`src/logic/iow_pkg.sv`:
```
// package: register map, reset values and timing for the io watchdog controller
package iow_pkg;
    // register addresses (modbus offsets as printed)
    localparam logic [15:0] ADDR_FACTORY_DEFAULT = 16'h00E2;
    localparam logic [15:0] ADDR_REBOOT          = 16'h00E9;
    localparam logic [15:0] ADDR_LATCH_EN        = 16'h015E;
    localparam logic [15:0] ADDR_CNT_EN          = 16'h015F;
    localparam logic [15:0] ADDR_DO_PWRON        = 16'h01B3;
    localparam logic [15:0] ADDR_DO_SAFE         = 16'h0203;
    localparam logic [15:0] ADDR_CNT_PRESET      = 16'h9D08;
    localparam logic [15:0] ADDR_STATION         = 16'h9D4F;
    localparam logic [15:0] ADDR_AO_SAFE         = 16'h9DC8;
    localparam logic [15:0] ADDR_AO_RANGE        = 16'h9E0B;
    localparam logic [15:0] ADDR_AO_SLEW         = 16'h9E4B;
    localparam logic [15:0] ADDR_RESET_CAUSE     = 16'h9E6B;
    localparam logic [15:0] ADDR_RESET_COUNT     = 16'h9E6C;
    localparam logic [15:0] ADDR_WDT_TIMEOUT     = 16'h9E6D;
    localparam logic [15:0] ADDR_WDT_COUNT       = 16'h9E6E;
    // own choices: counter value words, latch status, power-on and live analogue values
    localparam logic [15:0] ADDR_CNT_VALUE       = 16'h9F00;
    localparam logic [15:0] ADDR_LATCH_STATUS    = 16'h0400;
    localparam logic [15:0] ADDR_AO_PWRON        = 16'h9F40;
    localparam logic [15:0] ADDR_AO_LEVEL        = 16'h9F80;
    // reset cause codes
    localparam logic [15:0] CAUSE_POWER_ON  = 16'h0001;
    localparam logic [15:0] CAUSE_INT_WDT   = 16'h0002;
    localparam logic [15:0] CAUSE_RESET_CMD = 16'h0003;
    // reset values and limits
    localparam logic [15:0] STATION_RESET   = 16'h0001;
    localparam logic [15:0] WDT_TIMEOUT_RST = 16'h0000;
    localparam logic [15:0] WDT_MIN_SECONDS = 16'h0006;
    localparam logic [15:0] AO_RANGE_RESET  = 16'h0020;
    localparam logic [31:0] PRESET_MAX      = 32'hFFFFFFFE;
    // timing: one second at 20 MHz
    localparam int unsigned CLK_HZ          = 20000000;
    localparam int unsigned SECOND_S        = 1;
    localparam int unsigned SECOND_CYCLES   = SECOND_S * CLK_HZ;
    // slew: cycles between one-step moves for each unit of slew setting
    localparam int unsigned SLEW_TICK_CYCLES = 20;
endpackage

```
`src/logic/iow_ao_if.sv`:
```
// interface: per-channel analogue output target and slew setting to the ramp unit
`timescale 1ns/1ps
`default_nettype none
interface iow_ao_if #(parameter int W = 16);
    logic [W-1:0] target;
    logic [15:0]  slew;
    logic         load;
    logic [W-1:0] level;
    modport ctrl (output target, output slew, output load, input level);
    modport ramp (input target, input slew, input load, output level);
endinterface
`default_nettype wire

```
`src/logic/iow_ao_ramp.sv`:
```
// module: slew-limited analogue output ramp for one channel
`timescale 1ns/1ps
`default_nettype none
module iow_ao_ramp #(
    parameter int W = 16
) (
    input  wire logic ref_clk_i,
    input  wire logic nrst_i,
    iow_ao_if.ramp    ao
);
    typedef struct packed {
        logic [W-1:0] level;
        logic [31:0]  tick;
    } iow_ramp_st_t;

    iow_ramp_st_t st_reg;
    iow_ramp_st_t st_next;

    // one step toward target per slew period; slew 0 jumps at once
    always_comb begin
        st_next = st_reg;
        if (ao.load || ao.slew == 16'h0000) begin
            st_next.level = ao.target;
            st_next.tick  = 32'h0;
        end else if (st_reg.level != ao.target) begin
            if (st_reg.tick >= ao.slew * iow_pkg::SLEW_TICK_CYCLES) begin
                st_next.tick  = 32'h0;
                st_next.level = (st_reg.level < ao.target) ? st_reg.level + 1'b1
                                                           : st_reg.level - 1'b1;
            end else begin
                st_next.tick = st_reg.tick + 32'h1;
            end
        end
    end

    // level starts at zero; first load places the power-on value
    always_ff @(posedge ref_clk_i or negedge nrst_i) begin
        if (!nrst_i) begin
            st_reg <= '0;
        end else begin
            st_reg <= st_next;
        end
    end

    assign ao.level = st_reg.level;
endmodule
`default_nettype wire

```
`src/logic/iow_ctrl.sv`:
```
// module: host watchdog, reset cause, counters, latches and output control
`timescale 1ns/1ps
`default_nettype none
// Notes on behaviour
// - watchdog timeout zero disables; 6 to 65535 seconds enables; default zero
// - last reset cause kept: 1 power-on, 2 internal watchdog, 3 command
// - factory-default command restores every setting to default
// - switched outputs drive zero at start-up; reset clears their power-on bit first
// - on host loss with watchdog on, switched outputs drive safe bits
// - each binary input counter is 32 bits, read as low and high word
// - enabled channel counts input pulses into its counter
// - with latch enabled, any input change is held until host clears
// - each analogue output has its own range code
// - analogue output slews per setting; zero changes at once
// - analogue outputs drive zero at start-up; reset clears their power-on value first
// - on host loss with watchdog on, analogue outputs drive safe values
module iow_ctrl #(
    parameter int          NDI    = 2,
    parameter int          NDO    = 2,
    parameter int          NAO    = 2,
    parameter int unsigned SEC_CY = iow_pkg::SECOND_CYCLES
) (
    input  wire logic             ref_clk_i,
    input  wire logic             nrst_i,
    input  wire logic [1:0]       reset_cause_i,
    input  wire logic             reg_wr_i,
    input  wire logic             reg_rd_i,
    input  wire logic [15:0]      reg_addr_i,
    input  wire logic [15:0]      reg_wdata_i,
    output logic      [15:0]      reg_rdata_o,
    output logic                  reg_err_o,
    input  wire logic             host_txn_i,
    input  wire logic [NDI-1:0]   bin_in_i,
    output logic      [NDO-1:0]   sw_out_o,
    output logic      [NAO*16-1:0] ao_level_o,
    output logic      [NAO*16-1:0] ao_range_o,
    output logic                  host_lost_o,
    output logic                  reboot_req_o
);
    typedef struct packed {
        logic [15:0]          wdt_timeout;
        logic [31:0]          wdt_cycles;
        logic [15:0]          wdt_secs;
        logic                 lost;
        logic [15:0]          wdt_count;
        logic [15:0]          reset_cause;
        logic [15:0]          reset_count;
        logic                 started;
        logic [15:0]          station;
        logic                 latch_en;
        logic [NDI-1:0]       cnt_en;
        logic [NDI-1:0]       latch_st;
        logic [NDI-1:0]       in_prev;
        logic [NDI*32-1:0]    preset;
        logic [NDI*32-1:0]    count;
        logic [NDO-1:0]       do_pwron;
        logic [NDO-1:0]       do_safe;
        logic [NDO-1:0]       do_val;
        logic [NAO*16-1:0]    ao_pwron;
        logic [NAO*16-1:0]    ao_safe;
        logic [NAO*16-1:0]    ao_val;
        logic [NAO*16-1:0]    ao_range;
        logic [NAO*16-1:0]    ao_slew;
        logic                 ao_load;
        logic                 reboot;
        logic [15:0]          rdata;
        logic                 err;
    } iow_st_t;

    iow_st_t st_reg;
    iow_st_t st_next;
    logic [NAO*16-1:0] ao_lvl;

    // per analogue channel ramp units
    for (genvar g = 0; g < NAO; g++) begin : g_ao
        iow_ao_if #(.W(16)) aoi ();
        assign aoi.target = st_reg.lost ? st_reg.ao_safe[g*16 +: 16]
                                        : st_reg.ao_val[g*16 +: 16];
        assign aoi.slew   = st_reg.ao_slew[g*16 +: 16];
        assign aoi.load   = st_reg.ao_load;
        assign ao_lvl[g*16 +: 16] = aoi.level;
        iow_ao_ramp #(.W(16)) u_ramp (
            .ref_clk_i (ref_clk_i),
            .nrst_i    (nrst_i),
            .ao        (aoi.ramp)
        );
    end

    // factory defaults, used by the default command; reset loads the same values itself
    function automatic iow_st_t defaults(input iow_st_t s);
        iow_st_t d;
        d = s;
        d.wdt_timeout = iow_pkg::WDT_TIMEOUT_RST;
        d.station     = iow_pkg::STATION_RESET;
        d.latch_en    = 1'b0;
        d.cnt_en      = '0;
        d.preset      = '0;
        d.do_pwron    = '0;
        d.do_safe     = '0;
        d.ao_pwron    = '0;
        d.ao_safe     = '0;
        d.ao_slew     = '0;
        d.wdt_count   = 16'h0000;
        d.lost        = 1'b0;
        d.wdt_secs    = 16'h0000;
        d.wdt_cycles  = 32'h0;
        for (int i = 0; i < NAO; i++) begin
            d.ao_range[i*16 +: 16] = iow_pkg::AO_RANGE_RESET;
        end
        return d;
    endfunction

    // register access, watchdog, counters, latches
    always_comb begin
        logic [31:0] pv;
        logic [15:0] idx;
        logic        hit;
        pv          = 32'h0;
        idx         = 16'h0000;
        hit         = 1'b0;
        st_next     = st_reg;
        st_next.ao_load = 1'b0;
        st_next.reboot  = 1'b0;
        st_next.err     = 1'b0;
        // start-up: record cause, bump reset counter, load power-on values
        if (!st_reg.started) begin
            st_next.started     = 1'b1;
            st_next.reset_cause = {14'h0000, reset_cause_i};
            st_next.reset_count = st_reg.reset_count + 16'h0001;
            st_next.do_val      = st_reg.do_pwron;
            st_next.ao_val      = st_reg.ao_pwron;
            st_next.ao_load     = 1'b1;
        end
        // host watchdog: seconds of silence against the timeout
        if (host_txn_i) begin
            st_next.wdt_cycles = 32'h0;
            st_next.wdt_secs   = 16'h0000;
            st_next.lost       = 1'b0;
        end else if (st_reg.wdt_timeout >= iow_pkg::WDT_MIN_SECONDS && !st_reg.lost) begin
            if (st_reg.wdt_cycles == SEC_CY - 1) begin
                st_next.wdt_cycles = 32'h0;
                st_next.wdt_secs   = st_reg.wdt_secs + 16'h0001;
                if (st_reg.wdt_secs + 16'h0001 >= st_reg.wdt_timeout) begin
                    st_next.lost      = 1'b1;
                    st_next.wdt_count = st_reg.wdt_count + 16'h0001;
                end
            end else begin
                st_next.wdt_cycles = st_reg.wdt_cycles + 32'h1;
            end
        end else if (st_reg.wdt_timeout < iow_pkg::WDT_MIN_SECONDS) begin
            st_next.lost = 1'b0;
        end
        // input latch and pulse counters, per channel
        for (int i = 0; i < NDI; i++) begin
            if (bin_in_i[i] != st_reg.in_prev[i] && st_reg.latch_en) begin
                st_next.latch_st[i] = 1'b1;
            end
            if (st_reg.cnt_en[i] && bin_in_i[i] && !st_reg.in_prev[i]) begin
                st_next.count[i*32 +: 32] = st_reg.count[i*32 +: 32] + 32'h1;
            end
        end
        st_next.in_prev = bin_in_i;
        // register writes
        if (reg_wr_i) begin
            hit = 1'b1;
            unique case (reg_addr_i)
                iow_pkg::ADDR_FACTORY_DEFAULT: if (reg_wdata_i[0]) st_next = defaults(st_next);
                iow_pkg::ADDR_REBOOT:      st_next.reboot   = reg_wdata_i[0];
                iow_pkg::ADDR_LATCH_EN:    st_next.latch_en = reg_wdata_i[0];
                iow_pkg::ADDR_STATION:     st_next.station  = reg_wdata_i;
                iow_pkg::ADDR_WDT_TIMEOUT: st_next.wdt_timeout = reg_wdata_i;
                iow_pkg::ADDR_WDT_COUNT:   st_next.wdt_count = 16'h0000;
                default: begin
                    hit = 1'b0;
                    for (int i = 0; i < NDI; i++) begin
                        idx = 16'(i);
                        if (reg_addr_i == iow_pkg::ADDR_CNT_EN + idx) begin
                            st_next.cnt_en[i] = reg_wdata_i[0];
                            hit = 1'b1;
                        end
                        // latch clear: host write clears, a same-cycle change still sets
                        if (reg_addr_i == iow_pkg::ADDR_LATCH_STATUS + idx) begin
                            st_next.latch_st[i] = st_reg.latch_en
                                && bin_in_i[i] != st_reg.in_prev[i];
                            hit = 1'b1;
                        end
                        for (int w = 0; w < 2; w++) begin
                            if (reg_addr_i == iow_pkg::ADDR_CNT_PRESET + 16'(2*i + w)) begin
                                pv = st_next.preset[i*32 +: 32];
                                pv[w*16 +: 16] = reg_wdata_i;
                                if (pv <= iow_pkg::PRESET_MAX) begin
                                    st_next.preset[i*32 +: 32] = pv;
                                    st_next.count[i*32 +: 32]  = pv;
                                end
                                hit = 1'b1;
                            end
                        end
                    end
                    for (int i = 0; i < NDO; i++) begin
                        idx = 16'(i);
                        if (reg_addr_i == iow_pkg::ADDR_DO_PWRON + idx) begin
                            st_next.do_pwron[i] = reg_wdata_i[0];
                            hit = 1'b1;
                        end
                        if (reg_addr_i == iow_pkg::ADDR_DO_SAFE + idx) begin
                            st_next.do_safe[i] = reg_wdata_i[0];
                            hit = 1'b1;
                        end
                    end
                    for (int i = 0; i < NAO; i++) begin
                        idx = 16'(i);
                        if (reg_addr_i == iow_pkg::ADDR_AO_SAFE + idx) begin
                            st_next.ao_safe[i*16 +: 16] = reg_wdata_i;
                            hit = 1'b1;
                        end
                        if (reg_addr_i == iow_pkg::ADDR_AO_RANGE + idx) begin
                            st_next.ao_range[i*16 +: 16] = reg_wdata_i;
                            hit = 1'b1;
                        end
                        if (reg_addr_i == iow_pkg::ADDR_AO_SLEW + idx) begin
                            st_next.ao_slew[i*16 +: 16] = reg_wdata_i;
                            hit = 1'b1;
                        end
                        if (reg_addr_i == iow_pkg::ADDR_AO_PWRON + idx) begin
                            st_next.ao_pwron[i*16 +: 16] = reg_wdata_i;
                            hit = 1'b1;
                        end
                        if (reg_addr_i == iow_pkg::ADDR_AO_LEVEL + idx) begin
                            st_next.ao_val[i*16 +: 16] = reg_wdata_i;
                            hit = 1'b1;
                        end
                    end
                    for (int i = 0; i < NDO; i++) begin
                        if (reg_addr_i == 16'(i)) begin
                            st_next.do_val[i] = reg_wdata_i[0];
                            hit = 1'b1;
                        end
                    end
                end
            endcase
            st_next.err = !hit;
        end
        // register reads, answered one cycle later
        if (reg_rd_i) begin
            hit = 1'b1;
            st_next.rdata = 16'h0000;
            unique case (reg_addr_i)
                iow_pkg::ADDR_LATCH_EN:    st_next.rdata = {15'h0000, st_reg.latch_en};
                iow_pkg::ADDR_STATION:     st_next.rdata = st_reg.station;
                iow_pkg::ADDR_RESET_CAUSE: st_next.rdata = st_reg.reset_cause;
                iow_pkg::ADDR_RESET_COUNT: st_next.rdata = st_reg.reset_count;
                iow_pkg::ADDR_WDT_TIMEOUT: st_next.rdata = st_reg.wdt_timeout;
                iow_pkg::ADDR_WDT_COUNT:   st_next.rdata = st_reg.wdt_count;
                default: begin
                    hit = 1'b0;
                    for (int i = 0; i < NDI; i++) begin
                        idx = 16'(i);
                        if (reg_addr_i == iow_pkg::ADDR_CNT_EN + idx) begin
                            st_next.rdata = {15'h0000, st_reg.cnt_en[i]};
                            hit = 1'b1;
                        end
                        if (reg_addr_i == iow_pkg::ADDR_LATCH_STATUS + idx) begin
                            st_next.rdata = {15'h0000, st_reg.latch_st[i]};
                            hit = 1'b1;
                        end
                        for (int w = 0; w < 2; w++) begin
                            if (reg_addr_i == iow_pkg::ADDR_CNT_PRESET + 16'(2*i + w)) begin
                                st_next.rdata = st_reg.preset[i*32 + w*16 +: 16];
                                hit = 1'b1;
                            end
                            if (reg_addr_i == iow_pkg::ADDR_CNT_VALUE + 16'(2*i + w)) begin
                                st_next.rdata = st_reg.count[i*32 + w*16 +: 16];
                                hit = 1'b1;
                            end
                        end
                    end
                    for (int i = 0; i < NDO; i++) begin
                        idx = 16'(i);
                        if (reg_addr_i == iow_pkg::ADDR_DO_PWRON + idx) begin
                            st_next.rdata = {15'h0000, st_reg.do_pwron[i]};
                            hit = 1'b1;
                        end
                        if (reg_addr_i == iow_pkg::ADDR_DO_SAFE + idx) begin
                            st_next.rdata = {15'h0000, st_reg.do_safe[i]};
                            hit = 1'b1;
                        end
                    end
                    for (int i = 0; i < NAO; i++) begin
                        idx = 16'(i);
                        if (reg_addr_i == iow_pkg::ADDR_AO_SAFE + idx) begin
                            st_next.rdata = st_reg.ao_safe[i*16 +: 16];
                            hit = 1'b1;
                        end
                        if (reg_addr_i == iow_pkg::ADDR_AO_RANGE + idx) begin
                            st_next.rdata = st_reg.ao_range[i*16 +: 16];
                            hit = 1'b1;
                        end
                        if (reg_addr_i == iow_pkg::ADDR_AO_SLEW + idx) begin
                            st_next.rdata = st_reg.ao_slew[i*16 +: 16];
                            hit = 1'b1;
                        end
                        if (reg_addr_i == iow_pkg::ADDR_AO_PWRON + idx) begin
                            st_next.rdata = st_reg.ao_pwron[i*16 +: 16];
                            hit = 1'b1;
                        end
                        if (reg_addr_i == iow_pkg::ADDR_AO_LEVEL + idx) begin
                            st_next.rdata = ao_lvl[i*16 +: 16];
                            hit = 1'b1;
                        end
                    end
                end
            endcase
            st_next.err = !hit;
        end
    end

    // settings take defaults at reset; cause and reset count come from start-up
    always_ff @(posedge ref_clk_i or negedge nrst_i) begin
        if (!nrst_i) begin
            st_reg             <= '0;
            st_reg.station     <= iow_pkg::STATION_RESET;
            st_reg.wdt_timeout <= iow_pkg::WDT_TIMEOUT_RST;
            for (int i = 0; i < NAO; i++) begin
                st_reg.ao_range[i*16 +: 16] <= iow_pkg::AO_RANGE_RESET;
            end
        end else begin
            st_reg <= st_next;
        end
    end

    // safe values replace live ones while the host is lost
    assign sw_out_o     = st_reg.lost ? st_reg.do_safe : st_reg.do_val;
    assign ao_level_o   = ao_lvl;
    assign ao_range_o   = st_reg.ao_range;
    assign host_lost_o  = st_reg.lost;
    assign reboot_req_o = st_reg.reboot;
    assign reg_rdata_o  = st_reg.rdata;
    assign reg_err_o    = st_reg.err;
endmodule
`default_nettype wire

```
`config.mk`:
```
export PLATFORM = sky130hd
export DESIGN_NAME = iow_ctrl
export DESIGN_NICKNAME = d
export VERILOG_FILES = /design/src/logic/iow_pkg.sv /design/src/logic/iow_ao_if.sv /design/src/logic/iow_ao_ramp.sv /design/src/logic/iow_ctrl.sv
export SDC_FILE = /design/constraint.sdc
export NUM_CORES = 2
export LEC_CHECK = 0
export ABC_CLOCK_PERIOD_IN_PS = 8250
export CORE_MARGIN = 1
export CORE_UTILIZATION = 65
export DETAILED_ROUTE_END_ITERATION = 10
export DONT_BUFFER_PORTS = 1
export GPL_TIMING_DRIVEN = 0
export MAX_ROUTING_LAYER = met4
export PLACE_DENSITY = 0.8
export SLEW_MARGIN = 20
export SYNTH_ARGS = -nofsm -noshare
export SYNTH_HDL_FRONTEND = slang
export SYNTH_SLANG_ARGS = --single-unit
```
`constraint.sdc`:
```
create_clock -name ref_clk_i -period 8.25 [get_ports ref_clk_i]
set_input_delay 0 -clock ref_clk_i [delete_from_list [all_inputs] [get_ports ref_clk_i]]
set_output_delay 0 -clock ref_clk_i [all_outputs]
set_load 0.01 [all_outputs]
```
# Yosys cells after proc, flatten, opt, wreduce, memory -nomap -nowiden
# Cells that the tools add are included.
# classes
addsub,12
mul,2
order_cmp,11
n_eq_ne,41
mux,163
bitwise,1
reduce_logical,61
# op_table
op,n
16-bit two-way mux,47
32-bit two-way mux,22
294-bit case mux with 2 select lines,1
450-bit two-way mux,1
434-bit two-way mux,1
"16-bit == test, second input constant",23
48-bit two-way mux,5
"32-bit by 1-bit adder with 32-bit output, second input constant",5
"32-bit <= comparator, second input constant",4
33-bit two-way mux,3
49-bit two-way mux,2
16-bit case mux with 2 select lines,3
16-bit case mux with 6 select lines,1
"16-bit by 1-bit adder with 16-bit output, second input constant",5
"16-bit by 9-bit == test with 1-bit output, second input constant",5
1-bit two-way mux,68
32-bit by 21-bit greater-or-equal comparator with 1-bit output,2
4-bit AND reduction,14
17-bit two-way mux,3
16-bit logical NOT,3
2-bit nonzero test,21
"16-bit by 3-bit multiplier with 19-bit output, second input constant",2
"16-bit by 10-bit == test with 1-bit output, second input constant",2
"16-bit by 11-bit == test with 1-bit output, second input constant",2
other kinds (22),46
# totals
reg_bits,546
input_bits,41
elab_cells,329

# Depth between registers and ports, before layout
# depth
depth_word,31
ltp_mapped,22

# Cells and area by module
# From an unflattened synthesis, not the netlist that was laid out.
# hier_totals
cells_unflattened,3722
hier_area_um2,34584.4
# by_module_without_submodules
mod,n_inst,cells_each,area_each_um2
iow_ctrl,1,2646,24918.9
iow_ao_ramp (g_ao[1].u_ramp),1,546,4844.6
iow_ao_ramp (g_ao[0].u_ramp),1,530,4820.9

# Worst setup path before layout
# OpenSTA, ideal clock, no wires.
# synth_path
path_type,register to register
start,reg st_reg (netlist bit host_lost_o)
end,reg g_ao[1].u_ramp.st_reg (netlist bit g_ao[1].u_ramp.ao.level[15])
arrival_time_ns,5.818
t_required_ns,8.160
slack_ns,2.341
stages_incl_launch_ff,19
path_buffers,2
synth_period_minus_slack_ns,5.909
cell_sequence,dfrtp_1 -> clkbuf_1 -> buf_1 -> mux2i_1 -> ha_1 -> nand4_1 -> nor3_1 -> o21ai_0 -> o21ai_0 -> ha_1 -> a211oi_1 -> o21ai_0 -> a221oi_1 -> a21oi_1 -> a211o_1 -> a21oi_1 -> xor2_1 -> or4b_2 -> o221ai_1
# synth_between
elab_chain_cells,6
word_cells_on_any_way,9
cone_classes,order compare (1); eq/ne (1); mux (5); reduce/logical (2)
# synth_lines
item,line_no,source
"start, declared",iow_ctrl.sv:70,iow_st_t st_reg;
"start signal, assigned",iow_ctrl.sv:327,st_reg <= st_next;
16-bit two-way mux (*),iow_ctrl.sv:77,assign aoi.target = st_reg.lost ? st_reg.ao_safe[g*16 +: 16]
16-bit less-than comparator,iow_ao_ramp.sv:28,st_next.level = (st_reg.level < ao.target) ? st_reg.level + 1'b1
16-bit two-way mux,iow_ao_ramp.sv:28,
16-bit two-way mux,iow_ao_ramp.sv:26,if (st_reg.tick >= ao.slew * iow_pkg::SLEW_TICK_CYCLES) begin
48-bit two-way mux,iow_ao_ramp.sv:25,end else if (st_reg.level != ao.target) begin
48-bit two-way mux,iow_ao_ramp.sv:22,if (ao.load || ao.slew == 16'h0000) begin
"end signal, assigned",iow_ao_ramp.sv:41,st_reg <= st_next;
"end, declared",iow_ao_ramp.sv:16,iow_ramp_st_t st_reg;
# Mark *: on every way between the ends. The rest lies on a longest branch, timed or not. The select of a mux whose other input is x is not followed.
# A chain may end at the register's enable or synchronous reset.

# Final worst setup path
# layout_path
start,reg st_reg (netlist bit host_lost_o)
end,reg g_ao[0].u_ramp.st_reg (netlist bit g_ao[0].u_ramp.ao.level[14])
# layout_between
elab_chain_cells,6
word_cells_on_any_way,9
cone_classes,order compare (1); eq/ne (1); mux (5); reduce/logical (2)
# layout_lines
item,line_no
16-bit two-way mux (*),iow_ctrl.sv:77
16-bit less-than comparator,iow_ao_ramp.sv:28
16-bit two-way mux,iow_ao_ramp.sv:28
16-bit two-way mux,iow_ao_ramp.sv:26
48-bit two-way mux,iow_ao_ramp.sv:25
48-bit two-way mux,iow_ao_ramp.sv:22
"end signal, assigned",iow_ao_ramp.sv:41
"end, declared",iow_ao_ramp.sv:16
# Marked as above.

==> impl_metrics.tcl <==
set metrics [dict create \
    outcome "finished, violations left" \
    violations "hold timing, slew limit" \
    synthMuxAreaShare 0.03284 \
    grt_pass1_wl_um 180300 \
    drc_errors 0 \
    io_pins 126 \
    cts_tree "built" \
    htree_levels 2 \
    start_util 0.6594 \
    hpwlAfterDp_um 85880 \
    wirelength_um 121200 \
    gp_congestion 1.057 \
    r2r-end "g_ao[0].u_ramp.ao.level[14]$_DFFE_PN0P_" \
    ys_seq_area_frac 0.4117 \
    num-nets-final 3899 \
    final_common_cell "dfrtp_1" \
    largest_reg_flops 352 \
    synth_async_sr_flop_share 1.000 \
    report.final.hold_viol_count 536 \
    syn_area_mm2 0.03235 \
    grt_overflow 0 \
    yosys.area_share.adder 0.07210 \
    nFillCells 3666 \
    fin_setup_tns_ns 0 \
    dieArea_mm2 0.05066 \
    grt_pass1_vias 29980 \
    reg2reg_from "host_lost_o$_DFF_PN0_" \
    avgSynthCellArea_um2 9.056 \
    cts-root-buf "clkbuf_16" \
    end_kind "flip-flop" \
    netlist-cell-type-count 83 \
    synth.top_cell.area_share 0.4092 \
    synth_compound_area_frac 0.1845 \
    cts_resized 0 \
    dr_total_vias 31160 \
    synth_top_family_by_area "compound AO/OA/AOI/OAI gates" \
    drv_slew 262 \
    timing.final.crit_period_ns 7.531 \
    synth-simple-area-share 0.1822 \
    fp.dieW_um 225.1 \
    drive_above_1_share 0.06991 \
    grt_start_max_net_pins 533 \
    worst_slew_pin_slew_ns 1.829 \
    drtIter0Drc 4873 \
    fin_util 0.7264 \
    die_h_um 225.1 \
    routedWlPerCell_um 27.58 \
    portBuffers 0 \
    hp-class "in2async" \
    firstDrtPassIters 9 \
    grt_antenna_before_repair 12 \
    syn-num-nets 3797 \
    clock_path_buffers 3 \
    yosysWarnings 0 \
    post_cts_buffers 0 \
    mostFrequentLayoutCells "529 x dfrtp_1, 398 x nand2_1, 346 x nor2_1" \
    p_per_area_mw_per_mm2 163.4 \
    setup_viol 0 \
    path_clk_slew_ns 0.07 \
    fin_crit_sh 0.9129 \
    cp_data_arrival_time_ns 8.05 \
    synthCells 3572 \
    synth_area_leaders "dfrtp_1 41%, ha_1 7.0%, nand2_1 4.6%" \
    detail-route-antenna-nets 0 \
    core_area_mm2 0.04905 \
    worstSetupStartpointType "flip-flop" \
    dpl_worst_slack_ns 1.071 \
    synth_largest_area_cell "dfrtp_1" \
    crit_type "reg2reg" \
    slew-limit-headroom -0.2193 \
    area_growth_pct 10.15 \
    synth_edf_count 0 \
    rsz0062_at_grt "no" \
    clock_skew_ns 0.01599 \
    layout_setup_ws_ns 0.7188 \
    rrSetupSlack_ns 0.72 \
    via_per_inst 7.089 \
    critPathMaxFanout 15 \
    grt_usage 0.4895 \
    drv_cap 0 \
    ys_ff_latch 532 \
    ir_drop_mv 0.1546 \
    rows 81 \
    numCtsBuffers 55 \
    clock_sinks 532 \
    holdWs_ns -0.9369 \
    fmax_ghz 0.1328 \
    clk_latency_ns 0.64 \
    synth_flop_cell "dfrtp_1" \
    reg2regPathDepth 19 \
    cp.required_ns 8.77 \
    synthXorXnorAreaFrac 0.06417 \
    p_leak_nw 16.09 \
]
## Yosys cell counts (37+ instances only)
master	number
xor2_1	137
nor4_1	44
inv_1	93
ha_1	180
mux2i_1	87
a22oi_1	67
o21ai_0	228
o22ai_1	93
and3_1	53
nand3_1	137
nor3_1	59
nor2_1	346
nand2_1	398
xnor2_1	100
clkbuf_1	143
a21oi_1	187
buf_4	81
nand4_1	70
a22o_1	80
nand2b_1	37
dfrtp_1	529
## worst max-delay path, stage by stage, from the launching register on
cell       delay (ns)
dfrtp_1          0.39
clkbuf_1         0.85
buf_1            0.97
mux2i_1          0.44
ha_1             0.43
nand2_1          0.09
nor4_1           0.56
o211ai_1         0.21
a32oi_2          0.32
buf_6            0.23
ha_1             0.30
a21o_1           0.19
a21o_1           0.20
a2111oi_0        0.60
o31ai_1          0.20
a2111oi_0        0.64
o41ai_1          0.20
xnor2_1          0.16
mux2i_1          0.09
mux2_2           0.30
## worst max-delay path by stage
stage	startpoint	depth (start not counted)	end
finish	host_lost_o$_DFF_PN0_	19	g_ao[0].u_ramp.ao.level[14]$_DFFE_PN0P_
global route	host_lost_o$_DFF_PN0_	19	g_ao[0].u_ramp.ao.level[14]$_DFFE_PN0P_
CTS	host_lost_o$_DFF_PN0_	19	g_ao[0].u_ramp.ao.level[14]$_DFFE_PN0P_
detailed placement	host_lost_o$_DFF_PN0_	19	g_ao[0].u_ramp.ao.level[14]$_DFFE_PN0P_
global placement	host_lost_o$_DFF_PN0_	18	g_ao[0].u_ramp.ao.level[14]$_DFFE_PN0P_
floorplan	host_lost_o$_DFF_PN0_	18	g_ao[1].u_ramp.ao.level[15]$_DFFE_PN0P_
## through the flow
step | cells | cell area (um^2) | hold slack (ns) | power, mW
finish | 4396 | 35630 | -0.9369 | 5.823
global route | 4395 | 35630 | -0.9415 | 5.936
CTS | 4381 | 35570 | -0.9359 | 5.787
detailed placement | 4237 | 33230 | -0.2848 | 3.120
global placement | 4236 | 33180 | -0.2858 | 3.102
floorplan | 3572 | 32350 | -0.2956 | 2.992
## power by group
part	total (mW)	internal, mW	switching, mW
clock network	2.70	1.58	1.12
logic	0.404	0.144	0.260
registers	2.72	2.65	0.0702
total	5.82	4.37	1.45
## cell type report
| type | instances | area, um^2 | share of cell area |
|---|---|---|---|
| timing repair buffer | 45 | 446.7 | 0.01254 |
| buffer | 263 | 1345 | 0.03775 |
| tap | 664 | 830.8 | 0.02332 |
| sequential | 532 | 13320 | 0.3737 |
| clock buffer | 84 | 1665 | 0.04674 |
| multi-input combinational | 2683 | 17380 | 0.4878 |
| inverter | 94 | 352.8 | 0.009903 |
| clock inverter | 18 | 259.0 | 0.007269 |
| antenna | 13 | 32.53 | 0.0009130 |
## cell families (layout without fill, tap and decap cells)
kind of cell | count (synthesis) | in the layout
flops | 532 | 532
mux | 104 | 104
simple gates | 1251 | 1251
compound gates | 906 | 906
buf+inv | 357 | 504
fa+ha+maj | 184 | 184
other cells | 1 | 14
xor+xnor | 237 | 237
## per-layer routing
layer,part of all wire,routed length (um),track usage,vias to the layer above
met5,0,0,-,-
met4,0.076,9175,0.2956,0
met3,0.13,16120,0.1559,649
met2,0.43,52350,0.7087,2372
met1,0.36,43580,0.5970,15010
li1,-,-,-,13130
## timing repair
action / CTS / global route
setup endpoints to repair: 0 / 0
hold buffers: 42 / 1
hold endpoints to repair: 691 / 533
Power figures use the tool's default switching activity.
